==> src/cmsf_pkg.sv <==
// Package for the clock mode select block: register map, field layout,
// reset values, mode encodings and fixed ratios.
// Assumes an 8-bit register port and a single 10 MHz system clock.
package cmsf_pkg;

    // Register offsets.
    localparam logic [1:0] CTRL_ONE_OFS  = 2'h0;
    localparam logic [1:0] CTRL_TWO_OFS  = 2'h1;
    localparam logic [1:0] STATUS_OFS    = 2'h2;

    // Control register one fields.
    localparam int HGO_BIT     = 7;
    localparam int RANGE_BIT   = 6;
    localparam int REFERENCE_SELECT_BIT    = 5;
    localparam int REQ_LSB     = 3;
    localparam int OSCSTEN_BIT = 2;
    localparam int LOCD_BIT    = 1;
    // Control register two fields.
    localparam int MFD_LSB     = 4;
    localparam int RFD_LSB     = 0;
    // Status register fields.
    localparam int ACT_LSB     = 0;
    localparam int DCO_STABLE_FLAG_BIT    = 2;
    localparam int EXT_REF_STATUS_BIT    = 3;
    localparam int LOSS_OF_CLOCK_FLAG_BIT    = 4;
    localparam int LOCK_BIT    = 5;

    // Reset values.
    localparam logic [7:0] CTRL_ONE_RST = 8'h00;
    localparam logic [7:0] CTRL_TWO_RST = 8'h00;

    // Requested / actual mode codes.
    localparam logic [1:0] CODE_SCM = 2'h0;
    localparam logic [1:0] CODE_FEI = 2'h1;
    localparam logic [1:0] CODE_FBE = 2'h2;
    localparam logic [1:0] CODE_FEE = 2'h3;

    // Timing and ratio constants.
    localparam int         CLK_PERIOD_NS   = 100;
    localparam int         SETTLE_NS       = 400;
    localparam int         SETTLE_CYCLES   = (SETTLE_NS + CLK_PERIOD_NS - 1) / CLK_PERIOD_NS;
    localparam logic [3:0] INT_REF_DIV     = 4'h7;
    localparam logic [3:0] FFC_DIV         = 4'h2;
    localparam logic [3:0] BUS_DIV         = 4'h2;
    localparam logic [6:0] PRESCALE_LOW    = 7'h40;
    localparam logic [6:0] PRESCALE_HIGH   = 7'h01;
    localparam logic [4:0] MULT_BASE       = 5'h04;
    localparam logic [12:0] FFC_MIN_RATIO  = 13'h0004;
    localparam logic [7:0] CMP_INT_PERIODS = 8'h08;
    localparam logic [7:0] CMP_EXT_LOW     = 8'h02;
    localparam logic [7:0] CMP_EXT_HIGH    = 8'h80;

    // Internal mode states, Gray along off, scm, fei, fee, fbe.
    typedef enum logic [2:0] {
        CMSF_OFF = 3'h0,
        CMSF_SCM = 3'h1,
        CMSF_FEI = 3'h3,
        CMSF_FEE = 3'h2,
        CMSF_FBE = 3'h6
    } cmsf_mode_t;

    // Status conditions from the oscillator and loop monitors.
    typedef struct packed {
        logic dco_stable;
        logic ext_ref_ok;
        logic loss_of_clock;
        logic fll_lock;
    } cmsf_stat_t;

    // Decoded loop settings handed to the loop.
    typedef struct packed {
        logic [6:0] prescale;
        logic [4:0] mult_n;
        logic [7:0] div_r;
        logic [7:0] cmp_periods;
        logic       cmp_uses_ext;
    } cmsf_loop_t;

endpackage : cmsf_pkg

==> src/cmsf_tick_div.sv <==
// Divides a one-cycle enable pulse stream by a programmable count.
// Assumes i_tick is one cycle wide and synchronous to i_clk.
`timescale 1ns/1ps
module cmsf_tick_div #(
    parameter int W = 9
) (
    input  wire logic         i_clk,
    input  wire logic         i_sys_rst,
    input  wire logic         i_clr,
    input  wire logic         i_tick,
    input  wire logic [W-1:0] i_div,
    output logic              o_tick
);
    typedef struct packed {
        logic [W-1:0] cnt;
        logic         pulse;
    } cmsf_div_st_t;

    cmsf_div_st_t st_q;
    cmsf_div_st_t st_d;

    always_comb begin
        st_d       = st_q;
        st_d.pulse = 1'b0;
        if (i_clr) begin
            st_d.cnt = '0;
        end else if (i_tick) begin
            if (st_q.cnt >= i_div - W'(1)) begin
                st_d.cnt   = '0;
                st_d.pulse = 1'b1;
            end else begin
                st_d.cnt = st_q.cnt + W'(1);
            end
        end
    end

    always_ff @(posedge i_clk) begin
        if (i_sys_rst) begin
            st_q <= '0;
        end else begin
            st_q <= st_d;
        end
    end

    assign o_tick = st_q.pulse;
endmodule : cmsf_tick_div

==> src/cmsf_once_reg.sv <==
// Register that takes only the first write after reset and then holds.
// Assumes i_wr is a one-cycle strobe.
`timescale 1ns/1ps
module cmsf_once_reg #(
    parameter int             W   = 1,
    parameter logic [W-1:0]   RST = '0
) (
    input  wire logic         i_clk,
    input  wire logic         i_sys_rst,
    input  wire logic         i_wr,
    input  wire logic [W-1:0] i_d,
    output logic [W-1:0]      o_q,
    output logic              o_taken
);
    typedef struct packed {
        logic         taken;
        logic [W-1:0] val;
    } cmsf_once_st_t;

    cmsf_once_st_t st_q;
    cmsf_once_st_t st_d;

    always_comb begin
        st_d = st_q;
        if (i_wr && !st_q.taken) begin
            st_d.taken = 1'b1;
            st_d.val   = i_d;
        end
    end

    always_ff @(posedge i_clk) begin
        if (i_sys_rst) begin
            st_q <= '{taken: 1'b0, val: RST};
        end else begin
            st_q <= st_d;
        end
    end

    assign o_q     = st_q.val;
    assign o_taken = st_q.taken;
endmodule : cmsf_once_reg

==> src/cmsf_top.sv <==
// Clock mode select and output clock forming for the frequency locked loop.
// All clocks are modelled as one-cycle enable pulses on the 10 MHz i_clk;
// the oscillator, reference and loop monitors live outside this block.
`timescale 1ns/1ps
// How it works
// - Software requests mode; status shows actual mode.
// - First write freezes reference select; a frozen zero keeps amp off.
// - Actual mode updates several cycles after request.
// - Mode follows request when status conditions hold.
// - Fallback to self-clocked or bypass, or internal loop held; off gives nothing.
// - External locked loop halves output until locked.
// - Fixed clock equals bus clock otherwise.
// - External locked: reference/2 when ratio and lock.
// - Fixed clock off in internal and self-clocked.
// - High gain bit picks high-gain oscillator.
// - High gain only counts with reference select.
// - High gain bit takes one write only.
// - Prescale 64 low range, 1 high range.
// - Self-clocked: oscillator divided by R, about 8 MHz.
// - Bypass: external reference divided by R.
// - Internal loop reference is internal reference/7.
module cmsf_top (
    input  wire logic              i_clk,
    input  wire logic              i_sys_rst,
    input  wire logic [1:0]        i_addr,
    input  wire logic [7:0]        i_wdata,
    input  wire logic              i_wr,
    input  wire logic              i_rd,
    output logic      [7:0]        o_rdata,
    input  wire logic              i_stop,
    input  wire logic              i_dco_tick,
    input  wire logic              i_ext_tick,
    input  wire logic              i_int_tick,
    input  wire cmsf_pkg::cmsf_stat_t i_stat,
    output logic                   o_gen_clk_tick,
    output logic                   o_bus_clk_tick,
    output logic                   o_fixed_freq_tick,
    output logic                   o_fixed_freq_off,
    output logic                   o_fll_ref_tick,
    output logic                   o_osc_amp_en,
    output logic                   o_high_gain,
    output cmsf_pkg::cmsf_loop_t   o_loop
);
    typedef struct packed {
        cmsf_pkg::cmsf_mode_t mode;
        logic [1:0]           req;
        logic                 rng;
        logic                 oscsten;
        logic                 locd;
        logic [2:0]           multiply_factor_field;
        logic [2:0]           divide_factor_field;
        logic [3:0]           settle;
        logic                 locked_once;
        logic [7:0]           rdata;
        logic                 ffc_tick;
        cmsf_pkg::cmsf_loop_t loop;
    } cmsf_top_st_t;

    cmsf_top_st_t st_q;
    cmsf_top_st_t st_d;

    logic       wr_one;
    logic       wr_two;
    logic       reference_select_q;
    logic       hgo_q;
    logic       reference_select_taken;
    logic       hgo_taken;
    logic [7:0] r_val;
    logic [4:0] n_val;
    logic [8:0] gen_div;
    logic       gen_src;
    logic       gen_tick;
    logic       bus_tick;
    logic       ext_half;
    logic       int_sev;
    logic       mode_chg;
    logic       ratio_ok;
    logic [12:0] pn_prod;
    logic [1:0] act_code;
    cmsf_pkg::cmsf_mode_t nxt_mode;

    assign wr_one = i_wr && (i_addr == cmsf_pkg::CTRL_ONE_OFS);
    assign wr_two = i_wr && (i_addr == cmsf_pkg::CTRL_TWO_OFS);

    // Reference select is frozen by the first write, whatever it holds.
    cmsf_once_reg #(.W(1), .RST(1'b0)) u_reference_select_once (
        .i_clk     (i_clk),
        .i_sys_rst (i_sys_rst),
        .i_wr      (wr_one),
        .i_d       (i_wdata[cmsf_pkg::REFERENCE_SELECT_BIT]),
        .o_q       (reference_select_q),
        .o_taken   (reference_select_taken)
    );

    cmsf_once_reg #(.W(1), .RST(1'b0)) u_hgo_once (
        .i_clk     (i_clk),
        .i_sys_rst (i_sys_rst),
        .i_wr      (wr_one),
        .i_d       (i_wdata[cmsf_pkg::HGO_BIT]),
        .o_q       (hgo_q),
        .o_taken   (hgo_taken)
    );

    // Factor decodes.
    assign n_val   = cmsf_pkg::MULT_BASE + {1'b0, st_q.multiply_factor_field, 1'b0};
    assign r_val   = 8'h01 << st_q.divide_factor_field;
    assign pn_prod = 13'(st_q.loop.prescale) * 13'(n_val);
    assign ratio_ok = pn_prod >= (cmsf_pkg::FFC_MIN_RATIO << st_q.divide_factor_field);

    // Mode resolution from request and monitor status.
    always_comb begin
        nxt_mode = st_q.mode;
        if (i_stop) begin
            nxt_mode = cmsf_pkg::CMSF_OFF;
        end else begin
            case (st_q.req)
                cmsf_pkg::CODE_SCM: begin
                    nxt_mode = cmsf_pkg::CMSF_SCM;
                end
                cmsf_pkg::CODE_FEI: begin
                    nxt_mode = i_stat.dco_stable ? cmsf_pkg::CMSF_FEI
                                                 : cmsf_pkg::CMSF_SCM;
                end
                cmsf_pkg::CODE_FBE: begin
                    if (i_stat.ext_ref_ok) begin
                        nxt_mode = cmsf_pkg::CMSF_FBE;
                    end else if (st_q.mode != cmsf_pkg::CMSF_OFF) begin
                        nxt_mode = cmsf_pkg::CMSF_SCM;
                    end
                end
                default: begin
                    if (st_q.mode == cmsf_pkg::CMSF_FBE && i_stat.loss_of_clock
                        && i_stat.ext_ref_ok) begin
                        nxt_mode = cmsf_pkg::CMSF_FBE;
                    end else if (i_stat.dco_stable && i_stat.ext_ref_ok
                                 && !(st_q.mode == cmsf_pkg::CMSF_FEE
                                      && i_stat.loss_of_clock)) begin
                        nxt_mode = cmsf_pkg::CMSF_FEE;
                    end else if (i_stat.ext_ref_ok && st_q.mode == cmsf_pkg::CMSF_FEE) begin
                        nxt_mode = cmsf_pkg::CMSF_FBE;
                    end else if (st_q.mode == cmsf_pkg::CMSF_FEI && i_stat.dco_stable) begin
                        nxt_mode = cmsf_pkg::CMSF_FEI;
                    end else begin
                        nxt_mode = cmsf_pkg::CMSF_SCM;
                    end
                end
            endcase
        end
    end

    always_comb begin
        st_d          = st_q;
        st_d.ffc_tick = 1'b0;
        if (wr_one) begin
            st_d.req     = i_wdata[cmsf_pkg::REQ_LSB +: 2];
            st_d.rng     = i_wdata[cmsf_pkg::RANGE_BIT];
            st_d.oscsten = i_wdata[cmsf_pkg::OSCSTEN_BIT];
            st_d.locd    = i_wdata[cmsf_pkg::LOCD_BIT];
            st_d.settle  = 4'(cmsf_pkg::SETTLE_CYCLES);
        end else if (st_q.settle != 4'h0) begin
            st_d.settle = st_q.settle - 4'h1;
        end else begin
            st_d.mode = nxt_mode;
        end
        if (wr_two) begin
            st_d.multiply_factor_field = i_wdata[cmsf_pkg::MFD_LSB +: 3];
            st_d.divide_factor_field = i_wdata[cmsf_pkg::RFD_LSB +: 3];
        end
        // Lock history: relock after a multiply change starts halved again.
        if (st_q.mode != cmsf_pkg::CMSF_FEE || (wr_two
            && i_wdata[cmsf_pkg::MFD_LSB +: 3] != st_q.multiply_factor_field)) begin
            st_d.locked_once = 1'b0;
        end else if (i_stat.fll_lock) begin
            st_d.locked_once = 1'b1;
        end
        // Fixed-frequency clock selection.
        case (st_q.mode)
            cmsf_pkg::CMSF_FEE: begin
                st_d.ffc_tick = (ratio_ok && i_stat.fll_lock) ? ext_half
                                                              : bus_tick;
            end
            cmsf_pkg::CMSF_FEI, cmsf_pkg::CMSF_SCM: begin
                st_d.ffc_tick = 1'b0;
            end
            default: begin
                st_d.ffc_tick = bus_tick;
            end
        endcase
        st_d.loop.prescale     = st_q.rng ? cmsf_pkg::PRESCALE_HIGH
                                          : cmsf_pkg::PRESCALE_LOW;
        st_d.loop.mult_n       = n_val;
        st_d.loop.div_r        = r_val;
        st_d.loop.cmp_uses_ext = (st_q.mode == cmsf_pkg::CMSF_FEE);
        if (st_q.mode == cmsf_pkg::CMSF_FEE) begin
            st_d.loop.cmp_periods = st_q.rng ? cmsf_pkg::CMP_EXT_HIGH
                                             : cmsf_pkg::CMP_EXT_LOW;
        end else begin
            st_d.loop.cmp_periods = cmsf_pkg::CMP_INT_PERIODS;
        end
        st_d.rdata = 8'h00;
        if (i_rd) begin
            case (i_addr)
                cmsf_pkg::CTRL_ONE_OFS: begin
                    st_d.rdata = {hgo_q, st_q.rng, reference_select_q, st_q.req, st_q.oscsten,
                                  st_q.locd, 1'b0};
                end
                cmsf_pkg::CTRL_TWO_OFS: begin
                    st_d.rdata = {1'b0, st_q.multiply_factor_field, 1'b0, st_q.divide_factor_field};
                end
                cmsf_pkg::STATUS_OFS: begin
                    st_d.rdata = {2'h0, i_stat.fll_lock, i_stat.loss_of_clock,
                                  i_stat.ext_ref_ok, i_stat.dco_stable, act_code};
                end
                default: begin
                    st_d.rdata = 8'h00;
                end
            endcase
        end
    end

    always_ff @(posedge i_clk) begin
        if (i_sys_rst) begin
            st_q             <= '0;
            st_q.mode        <= cmsf_pkg::CMSF_SCM;
            st_q.loop.prescale    <= cmsf_pkg::PRESCALE_LOW;
            st_q.loop.mult_n      <= cmsf_pkg::MULT_BASE;
            st_q.loop.div_r       <= 8'h01;
            st_q.loop.cmp_periods <= cmsf_pkg::CMP_INT_PERIODS;
        end else begin
            st_q <= st_d;
        end
    end

    always_comb begin
        case (st_q.mode)
            cmsf_pkg::CMSF_FEI: act_code = cmsf_pkg::CODE_FEI;
            cmsf_pkg::CMSF_FBE: act_code = cmsf_pkg::CODE_FBE;
            cmsf_pkg::CMSF_FEE: act_code = cmsf_pkg::CODE_FEE;
            default:            act_code = cmsf_pkg::CODE_SCM;
        endcase
    end

    // Output clock source and divide; off feeds nothing to the divider.
    always_comb begin
        case (st_q.mode)
            cmsf_pkg::CMSF_FBE: gen_src = i_ext_tick;
            cmsf_pkg::CMSF_OFF: gen_src = 1'b0;
            default:            gen_src = i_dco_tick;
        endcase
    end
    assign gen_div = (st_q.mode == cmsf_pkg::CMSF_FEE && !st_q.locked_once)
                   ? {r_val, 1'b0} : {1'b0, r_val};
    // Restarting the divider on a mode change avoids a runt first period.
    assign mode_chg = st_d.mode != st_q.mode;

    cmsf_tick_div #(.W(9)) u_gen_div (
        .i_clk     (i_clk),
        .i_sys_rst (i_sys_rst),
        .i_clr     (mode_chg),
        .i_tick    (gen_src),
        .i_div     (gen_div),
        .o_tick    (gen_tick)
    );

    cmsf_tick_div #(.W(4)) u_bus_div (
        .i_clk     (i_clk),
        .i_sys_rst (i_sys_rst),
        .i_clr     (1'b0),
        .i_tick    (gen_tick),
        .i_div     (cmsf_pkg::BUS_DIV),
        .o_tick    (bus_tick)
    );

    cmsf_tick_div #(.W(4)) u_ffc_div (
        .i_clk     (i_clk),
        .i_sys_rst (i_sys_rst),
        .i_clr     (1'b0),
        .i_tick    (i_ext_tick),
        .i_div     (cmsf_pkg::FFC_DIV),
        .o_tick    (ext_half)
    );

    cmsf_tick_div #(.W(4)) u_irg_div (
        .i_clk     (i_clk),
        .i_sys_rst (i_sys_rst),
        .i_clr     (1'b0),
        .i_tick    (i_int_tick),
        .i_div     (cmsf_pkg::INT_REF_DIV),
        .o_tick    (int_sev)
    );

    assign o_rdata           = st_q.rdata;
    assign o_gen_clk_tick    = gen_tick;
    assign o_bus_clk_tick    = bus_tick;
    assign o_fixed_freq_tick = st_q.ffc_tick;
    assign o_fixed_freq_off  = (st_q.mode == cmsf_pkg::CMSF_FEI)
                            || (st_q.mode == cmsf_pkg::CMSF_SCM);
    assign o_fll_ref_tick    = (st_q.mode == cmsf_pkg::CMSF_FEE) ? i_ext_tick : int_sev;
    // A frozen zero reference select keeps the amplifier off until reset.
    assign o_osc_amp_en      = reference_select_q && st_q.req[1]
                            && (st_q.mode != cmsf_pkg::CMSF_OFF || st_q.oscsten);
    assign o_high_gain       = hgo_q && reference_select_q;
    assign o_loop            = st_q.loop;
endmodule : cmsf_top

==> config.mk <==
export PLATFORM = sky130hd
export DESIGN_NAME = cmsf_top
export DESIGN_NICKNAME = d
export VERILOG_FILES = /design/src/cmsf_pkg.sv /design/src/cmsf_tick_div.sv /design/src/cmsf_once_reg.sv /design/src/cmsf_top.sv
export SDC_FILE = /design/constraint.sdc
export NUM_CORES = 1
export LEC_CHECK = 0
export BUFFER_PORTS_ARGS = -buffer_cell sky130_fd_sc_hd__buf_4
export CORE_ASPECT_RATIO = 0.7
export CORE_MARGIN = 2
export CORE_UTILIZATION = 50
export DETAILED_ROUTE_END_ITERATION = 8
export MAX_ROUTING_LAYER = met4
export PLACE_DENSITY = 0.73
export SYNTH_ARGS = -nofsm -noshare
export SYNTH_HDL_FRONTEND = slang
export SYNTH_HIERARCHICAL = 1
export SYNTH_SLANG_ARGS = --single-unit
==> constraint.sdc <==
create_clock -name i_clk -period 6 [get_ports i_clk]
set_input_delay 0.9 -clock i_clk [delete_from_list [all_inputs] [get_ports i_clk]]
set_output_delay 0.9 -clock i_clk [all_outputs]
set_load 0.05 [all_outputs]
Word-level counts from Yosys, hierarchy flattened
Index checks and enable logic that the tools add are counted.
- add/subtract/negate cells: 7
- $mul: 1
- magnitude comparators: 5
- equality and inequality tests: 11
- shift-type cells: 2
- muxes and demuxes: 30
- bitwise logic cells: 6
- reductions and logical operators: 40
- operator list (cell ; number):
    $mux W3 ; 10
    $pmux W8 S3 ; 1
    $mux W9 ; 2
    $reduce_or A2 Y1 ; 9
    $logic_and A1 B1 Y1 ; 17
    $ge A12 B13 Y1 ; 1
    $shl A3 B3 Y13 const A ; 1
    $add A4 B1 Y4 const B ; 3
    $mul A7 B5 Y12 ; 1
    $mux W4 ; 3
    $add A9 B1 Y9 const B ; 1
    $ge A9 B9 Y1 ; 1
    $pmux W3 S3 ; 1
    $sub A9 B1 Y9 const B ; 1
    $ge A4 B1 Y1 const B ; 2
    $mux W8 ; 1
    $shl A1 B3 Y8 const A ; 1
    $mux W7 ; 1
    $eq A3 B2 Y1 const B ; 2
    $mux W1 ; 6
    $ne A3 B3 Y1 ; 2
    $not A1 Y1 ; 6
    $pmux W2 S3 ; 1
    $add A3 B4 Y5 const A ; 1
    17 further kinds ; 27
- bits in registers: 86
- bits of input ports: 22
- word-level logic and storage cells: 131

Depth between registers and ports, before layout
Gate-level depths: netlist of run 1.
- word-level depth: 12
- gate-level depth with buffers: 16
- mapped depth without buffers: 15

Cells and area by module
Netlist of run 1, hierarchy kept.
- modules (own cells, without submodules) (module ; times used ; cells an instance ; area each (um2) ; sequential area each (um2)):
    cmsf_top ; 1 ; 311 ; 2551.2 ; 920.9
    cmsf_tick_div (u_bus_div ...) ; 3 ; 40 ; 364.1 ; 100.1
    cmsf_tick_div (u_gen_div) ; 1 ; 94 ; 815.8 ; 200.2
    cmsf_once_reg ; 2 ; 8 ; 76.3 ; 40.0

Least setup slack after synthesis of run 1
OpenSTA, ideal clock, no wires.
- path type: register -> register
- from: register st_q[54] (netlist bit)
- to: register u_gen_div/st_q[5] (netlist bit)
- library setup time: 0.131 ns
- arrival time: 3.268 ns
- required time: 5.869 ns
- path slack: 2.601 ns
- stages on the path, launching flop included: 17
- path buffers: 3
- clock period less this slack: 3.399 ns
- path through: dfxtp_1 > buf_4 > nand2b_1 > or3_1 > clkbuf_1 > xor2_1 > nor2_1 > nor4_1 > nand2_1 > nor3_1 > xnor2_1 > ha_1 > nand4_1 > or3b_1 > buf_2 > a21boi_4 > nor3_1
- RTL lines (element ; RTL line ; text):
    from (decl) ; cmsf_top.sv:59 ; cmsf_top_st_t st_q;
    from (signal assigned) ; cmsf_top.sv:230 ; st_q <= st_d;
    $eq A3 B2 Y1 ; cmsf_top.sv:251 ; assign gen_div = (st_q.mode == cmsf_pkg::CMSF_FEE && !st_q.locked_once)
    $logic_and A1 B1 Y1 ; cmsf_top.sv:251 ;
    $mux W9 ; cmsf_top.sv:252 ; ? {r_val, 1'b0} : {1'b0, r_val};
    named net gen_div[5] ; cmsf_top.sv:70 ; logic [8:0] gen_div;
    $sub A9 B1 Y9 ; cmsf_tick_div.sv:28 ; if (st_q.cnt >= i_div - W'(1)) begin
    $ge A9 B9 Y1 ; cmsf_tick_div.sv:28 ;
    $mux W9 ; cmsf_tick_div.sv:28 ;
    to (signal assigned) ; cmsf_tick_div.sv:41 ; st_q <= st_d;
    to (decl) ; cmsf_tick_div.sv:19 ; cmsf_div_st_t st_q;
The timed path passes the listed nets, and every way through them passes these cells.
A chain may end at the register's enable or synchronous reset.

Worst setup path after layout of run 1
- from: register st_q[55] (netlist bit)
- to: register u_gen_div/st_q[6] (netlist bit)
The elaborated chain is that of the path after synthesis.

==> flow_summary.toml, run 1 <==
[run_status]
outcome = "complete, no violations"

[min_path]
holdPathStages = 2
hold_class = "reg2reg"

[synthesis]
ys_async_sr_fraction_pct = 0
avgSynthCellArea_um2 = 8.52
synth_seq_cells = 75
synth_cell_types = 61
synth_ff_type = "dfxtp_1"
synth_edf_count = 0
synth_top_area_share_pct = 32.6
ys_seq_area_share_pct = 32.6
synth_largest_area_cell = "dfxtp_1"
netlist_area_um2 = 4610
yosysWarnings = 6
synthMostInstantiatedCell = "dfxtp_1"
synth_common_cells = "dfxtp_1, nand2_1, nor2_1"
syn_inst = 541
synthTopCellsByArea = "dfxtp_1, ha_1, buf_4"

[flow_run]
drv_cap = 0

[pwr]
p_comb_share_pct = 23.9
ir_drop_uv = 130
p_switching_uw = 436
internal-power_uw = 938
p_per_area_nw_per_um2 = 265
leakage_nw = 2.17
p_total_mw = 1.37
clkPwrFrac_pct = 35.3
sw_frac_of_total_pct = 31.7
pwr-share-seq_pct = 40.7

[timing]
hold_violations = 0
min_period_ns = 3.80
relSlewSlack_pct = 33.9
worst_clock_skew_ns = 0.00718
tightest_slew_ns = 0.981
post-route-period-util_pct = 63.4
rsz0062_at_grt = "false"
fmax_mhz = 263
finalSetupViolations = 0
finalWorstSetupSlack_ns = 2.20
finalSetupTns_ns = 0
fin_hold_ws_ns = 0.465
drv_slew = 0

[die]
rows = 29
die_area_um2 = 10000
initial_core_util_pct = 51.3
die_h_um = 84.4
coreArea_um2 = 9000
die_w_um = 119
ioPinCount = 66

[routing]
routedWlPerCell_um = 13.7
vias = 3689
wl_um = 9720
firstDrtPassIters = 4
drt_iter0_markers = 230
drc_errors = 0
ant_nets = 0
viasPerCell = 5.19

[cts]
cts_setup_buffers = 0
root_buffer = "clkbuf_16"
htreeDepth = 3
cts_resized = 0
hold_buffers = 0
clock-sinks = 75
clock_path_buffers = 2
clk_latency_ns = 0.33
cts.clk_slew.worst_paths_ns = 0.06
cts-buffers-inserted = 9
cts_tree = "built"

[critical_path]
cp-end-kind = "flip-flop"
crit_type = "reg2reg"
arrival_ns = 4.02
cp.required_ns = 6.21
start_kind = "flip-flop"
crit_fanout = 10
r2r_cells = 13

[cells_and_area]
fillCellCount = 820
drive_above_1_share_pct = 15.5
area_delta_synth_final_pct = 12.5
diodes = 0
nets = 641
fin_area_um2 = 5190

[global_routing]
grt_max_degree = 45
antenna_found_initial = 0
grt_pass1_vias = 3479
gr-usage-all-layers_pct = 21.1
grt_pass1_wl_um = 16600
grt_overflow = 0

[placed_design]
portBuffers = 54
post-dp-hpwl_um = 7530
dpl_worst_slack_ns = 2.28
place.gp.congestion = 0.929
placed_area_um2 = 4920
[layout make-up]
cell class              instances  area (um^2)  area share [%]
well taps                     124          155            2.99
clock buffers                  10          229            4.41
clock inverters                 6         41.3           0.796
flip-flops and latches         75         1500            28.9
multi-input cells             417         2760            53.1
repair buffers                 54          405            7.81
inverters                      25         98.8            1.90
[placed cells by master (no fill, tap or decap), drive strengths merged, types with 4 or more instances in the layout]
cell / instances
conb: 35
nor2b: 14
a21oi: 38
nand2b: 19
or2: 4
dfxtp: 75
nand4: 10
and2: 6
nor3: 23
mux2i: 10
nand2: 56
ha: 37
nor2: 48
xnor2: 16
nor4: 5
a2111oi: 5
nand3b: 4
inv: 26
buf: 54
nor3b: 4
clkbuf: 10
nand3: 13
o22ai: 4
clkinv: 5
xor2: 10
o211ai: 9
o21ai: 10
[worst paths after layout]
path	slack, ns	startpoint	to
setup / recovery	2.20	st_q[55]	u_gen_div/st_q[6]
hold / removal	0.47	st_q[49]	st_q[49]
setup reg to reg	2.20	st_q[55]	u_gen_div/st_q[6]
hold reg to reg	0.47	st_q[49]	st_q[49]
[worst max-delay path, cell delays in order, from the launching register on]
cell      delay, ns
dfxtp_1        0.47
nand2b_1       0.14
or3_1          0.50
xor2_1         0.26
nor2_1         0.10
nor4_1         0.40
nand2_1        0.15
nor3_1         0.19
xnor2_1        0.10
ha_1           0.36
nand4_1        0.14
or3b_1         0.52
a21boi_4       0.27
nor3_1         0.08
[registers in the layout, summed over array words and instances (netlist names), 4 cells and up]
name	cells
o_loop	18
o_rdata	8
st_q	19
u_bus_div/st_q	4
u_ffc_div/st_q	4
u_gen_div/st_q	9
u_irg_div/st_q	4
[layer usage]
layer	vias to the layer above	share of wire, %	track usage, %
met3	10	5.1	5.64
li1	1892	-	-
met5	-	0	-
met2	112	46	33.1
met1	1675	48	26.9
met4	0	1.2	5.84
[power by group through the flow]
stage	clock network (mW)	registers (mW)	logic, mW
after global placement	0	0.568	0.317
final	0.485	0.560	0.329
after floorplan	0	0.557	0.281
after CTS	0.499	0.559	0.326
after detailed placement	0	0.569	0.323
after global routing	0.522	0.565	0.363
[stage by stage]
step | util, % | instances
6_report | 57.7 | 711
3_5_place_dp | 54.7 | 695
2_1_floorplan | - | 574
3_3_place_gp | 54.7 | 695
5_1_grt | 57.7 | 711
4_1_cts | 57.7 | 711
[kinds of logic (layout without fill, tap and decap cells)]
logic type	after synthesis	count (layout)	share of synthesized area, %
AND/OR/NAND/NOR	219	219	25.4
AO/OA/AOI/OAI	88	88	13.9
buffers and inverters	82	95	10.3
flip-flops	75	75	32.6
adder cells (fa/ha/maj)	37	37	10.0
XOR/XNOR	26	26	4.94
multiplexers	12	12	2.66
other	2	35	0.163
Power figures use the tool's default switching activity.
==> run 2: changes to the inputs <==
==> constraint.sdc (replaced) <==
create_clock -name i_clk -period 3.84 [get_ports i_clk]
set_input_delay 0.576 -clock i_clk [delete_from_list [all_inputs] [get_ports i_clk]]
set_output_delay 0.576 -clock i_clk [all_outputs]
set_load 0.05 [all_outputs]
==> run 2 against run 1 <==
  * Worst setup slack worse by 1.9 ns
  * Die area stayed put
  * Wire length is 1.5% lower
  * Cell count is 0.70% higher
  * Sequential share of layout area is 0.63 points lower
  * Count of clock-buffer cells in the layout is 1 higher
  * Maximum frequency is 7.2% higher
  * Combinational power is 59% higher
  * Clock power is 88% higher
  * Via count hardly changed
==> flow_summary.toml, run 2 (synthesis results as in run 1) <==
[placed_design]
place.gp.congestion = 0.914
post-dp-hpwl_um = 7290
portBuffers = 54

[timing]
finalSetupViolations = 0
min_period_ns = 3.55
fmax_mhz = 282
rsz0062_at_grt = "false"
worst_clock_skew_ns = 0.00622
relSlewSlack_pct = 65.6
post-route-period-util_pct = 92.4
hold_violations = 0
tightest_slew_ns = 0.510
drv_slew = 0
finalSetupTns_ns = 0

[flow_run]
drv_cap = 0

[routing]
drc_errors = 0
ant_nets = 0
routedWlPerCell_um = 13.4
vias = 3690
wl_um = 9570
drt_iter0_markers = 254
firstDrtPassIters = 4
viasPerCell = 5.15

[run_status]
outcome = "complete, no violations"

[global_routing]
antenna_found_initial = 0
grt_max_degree = 45
gr-usage-all-layers_pct = 20.8
grt_pass1_vias = 3453
grt_pass1_wl_um = 16500
grt_overflow = 0

[cts]
htreeDepth = 3
hold_buffers = 0
clk_latency_ns = 0.33
clock_path_buffers = 2
cts.clk_slew.worst_paths_ns = 0.06
cts-buffers-inserted = 9
clock-sinks = 75
cts_tree = "built"
root_buffer = "clkbuf_16"

[die]
initial_core_util_pct = 51.3
ioPinCount = 66
coreArea_um2 = 9000
die_h_um = 84.4
rows = 29
die_w_um = 119
die_area_um2 = 10000

[cells_and_area]
regMostFlops = "st_q"
final_util_pct = 59.0
largest_reg_flops = 19
nets = 646
diodes = 0
area_delta_synth_final_pct = 15.1
drive_above_1_share_pct = 17.2
layout_common_cells = "dfxtp_1, buf_4, nand2_1"
final_common_cell = "dfxtp_1"

[pwr]
p_per_area_nw_per_um2 = 435
ir_drop_uv = 256
leakage_nw = 2.23

[critical_path]
start_kind = "flip-flop"
crit_fanout = 10
crit_type = "reg2reg"
r2r_slack_ns = 0.29
cp-end-kind = "flip-flop"
cp.required_ns = 4.10
arrival_ns = 3.81

[min_path]
hold_class = "reg2reg"
==> run 2: layer usage <==
| layer | part of all wire [%] | wire length, um | global-route usage, % | vias to the layer above |
|---|---|---|---|---|
| li1 | - | - | - | 1891 |
| met3 | 5.2 | 497 | 4.42 | 13 |
| met4 | 1.3 | 125 | 5.84 | 0 |
| met2 | 44 | 4250 | 31.8 | 106 |
| met1 | 49 | 4700 | 27.9 | 1680 |
| met5 | 0 | 0 | - | - |
==> run 2: repair_timing <==
action,4_1_cts,5_1_grt
endpoints found under the setup margin,0,10
buffers inserted,0,2
resized for setup,0,6
==> run 2: worst max-delay path: stages, from the launching register on <==
cell and delay [ns]:
dfxtp_1 0.39, nand2b_1 0.22, or3_4 0.41, xor2_1 0.18, nor3b_1 0.45, nor4_2 0.09
nand2_1 0.14, nor3_2 0.05, xnor2_1 0.14, ha_1 0.34, nand4_1 0.16, nor3_2 0.08
a2111oi_4 0.37, buf_4 0.21, nand4_1 0.08, a31oi_1 0.17
==> run 2: stage by stage <==
stage / setup WS (ns) / std cells / hold slack (ns) / area [um^2] / total power [mW]
6_report: 0.293 / 716 / 0.466 / 5310 / 2.31
4_1_cts: 0.127 / 714 / 0.464 / 5270 / 2.32
3_3_place_gp: 0.286 / 698 / 0.454 / 4940 / 1.39
5_1_grt: 0.00591 / 716 / 0.486 / 5310 / 2.42
2_1_floorplan: 0.441 / 574 / 0.419 / 4740 / 1.31
3_5_place_dp: 0.197 / 698 / 0.456 / 4940 / 1.40
==> run 2: path summary, 6_finish.rpt <==
| check | cells after the start | startpoint | end |
|---|---|---|---|
| worst min-delay path | 2 | st_q[49] | st_q[49] |
| worst max register to register | 15 | st_q[54] | u_gen_div/st_q[4] |
| worst max-delay path | 15 | st_q[54] | u_gen_div/st_q[4] |
| worst min register to register | 2 | st_q[49] | st_q[49] |
==> run 2: power breakdown <==
| group | switching [mW] | leakage [nW] | total [mW] | internal (mW) |
|---|---|---|---|---|
| combinational | 0.303 | 1.46 | 0.522 | 0.218 |
| sequential | 0.0549 | 0.608 | 0.874 | 0.819 |
| clock | 0.323 | 0.156 | 0.913 | 0.590 |
| total | 0.681 | 2.23 | 2.31 | 1.63 |
==> run 2: final cells by class <==
class | count | area, um^2
repair buffers | 59 | 443
clock inverters | 5 | 85.1
multi-input cells | 417 | 2780
fillers | 785 | 3690
flip-flops and latches | 75 | 1500
inverters | 25 | 98.8
well taps | 124 | 155
clock buffers | 11 | 243
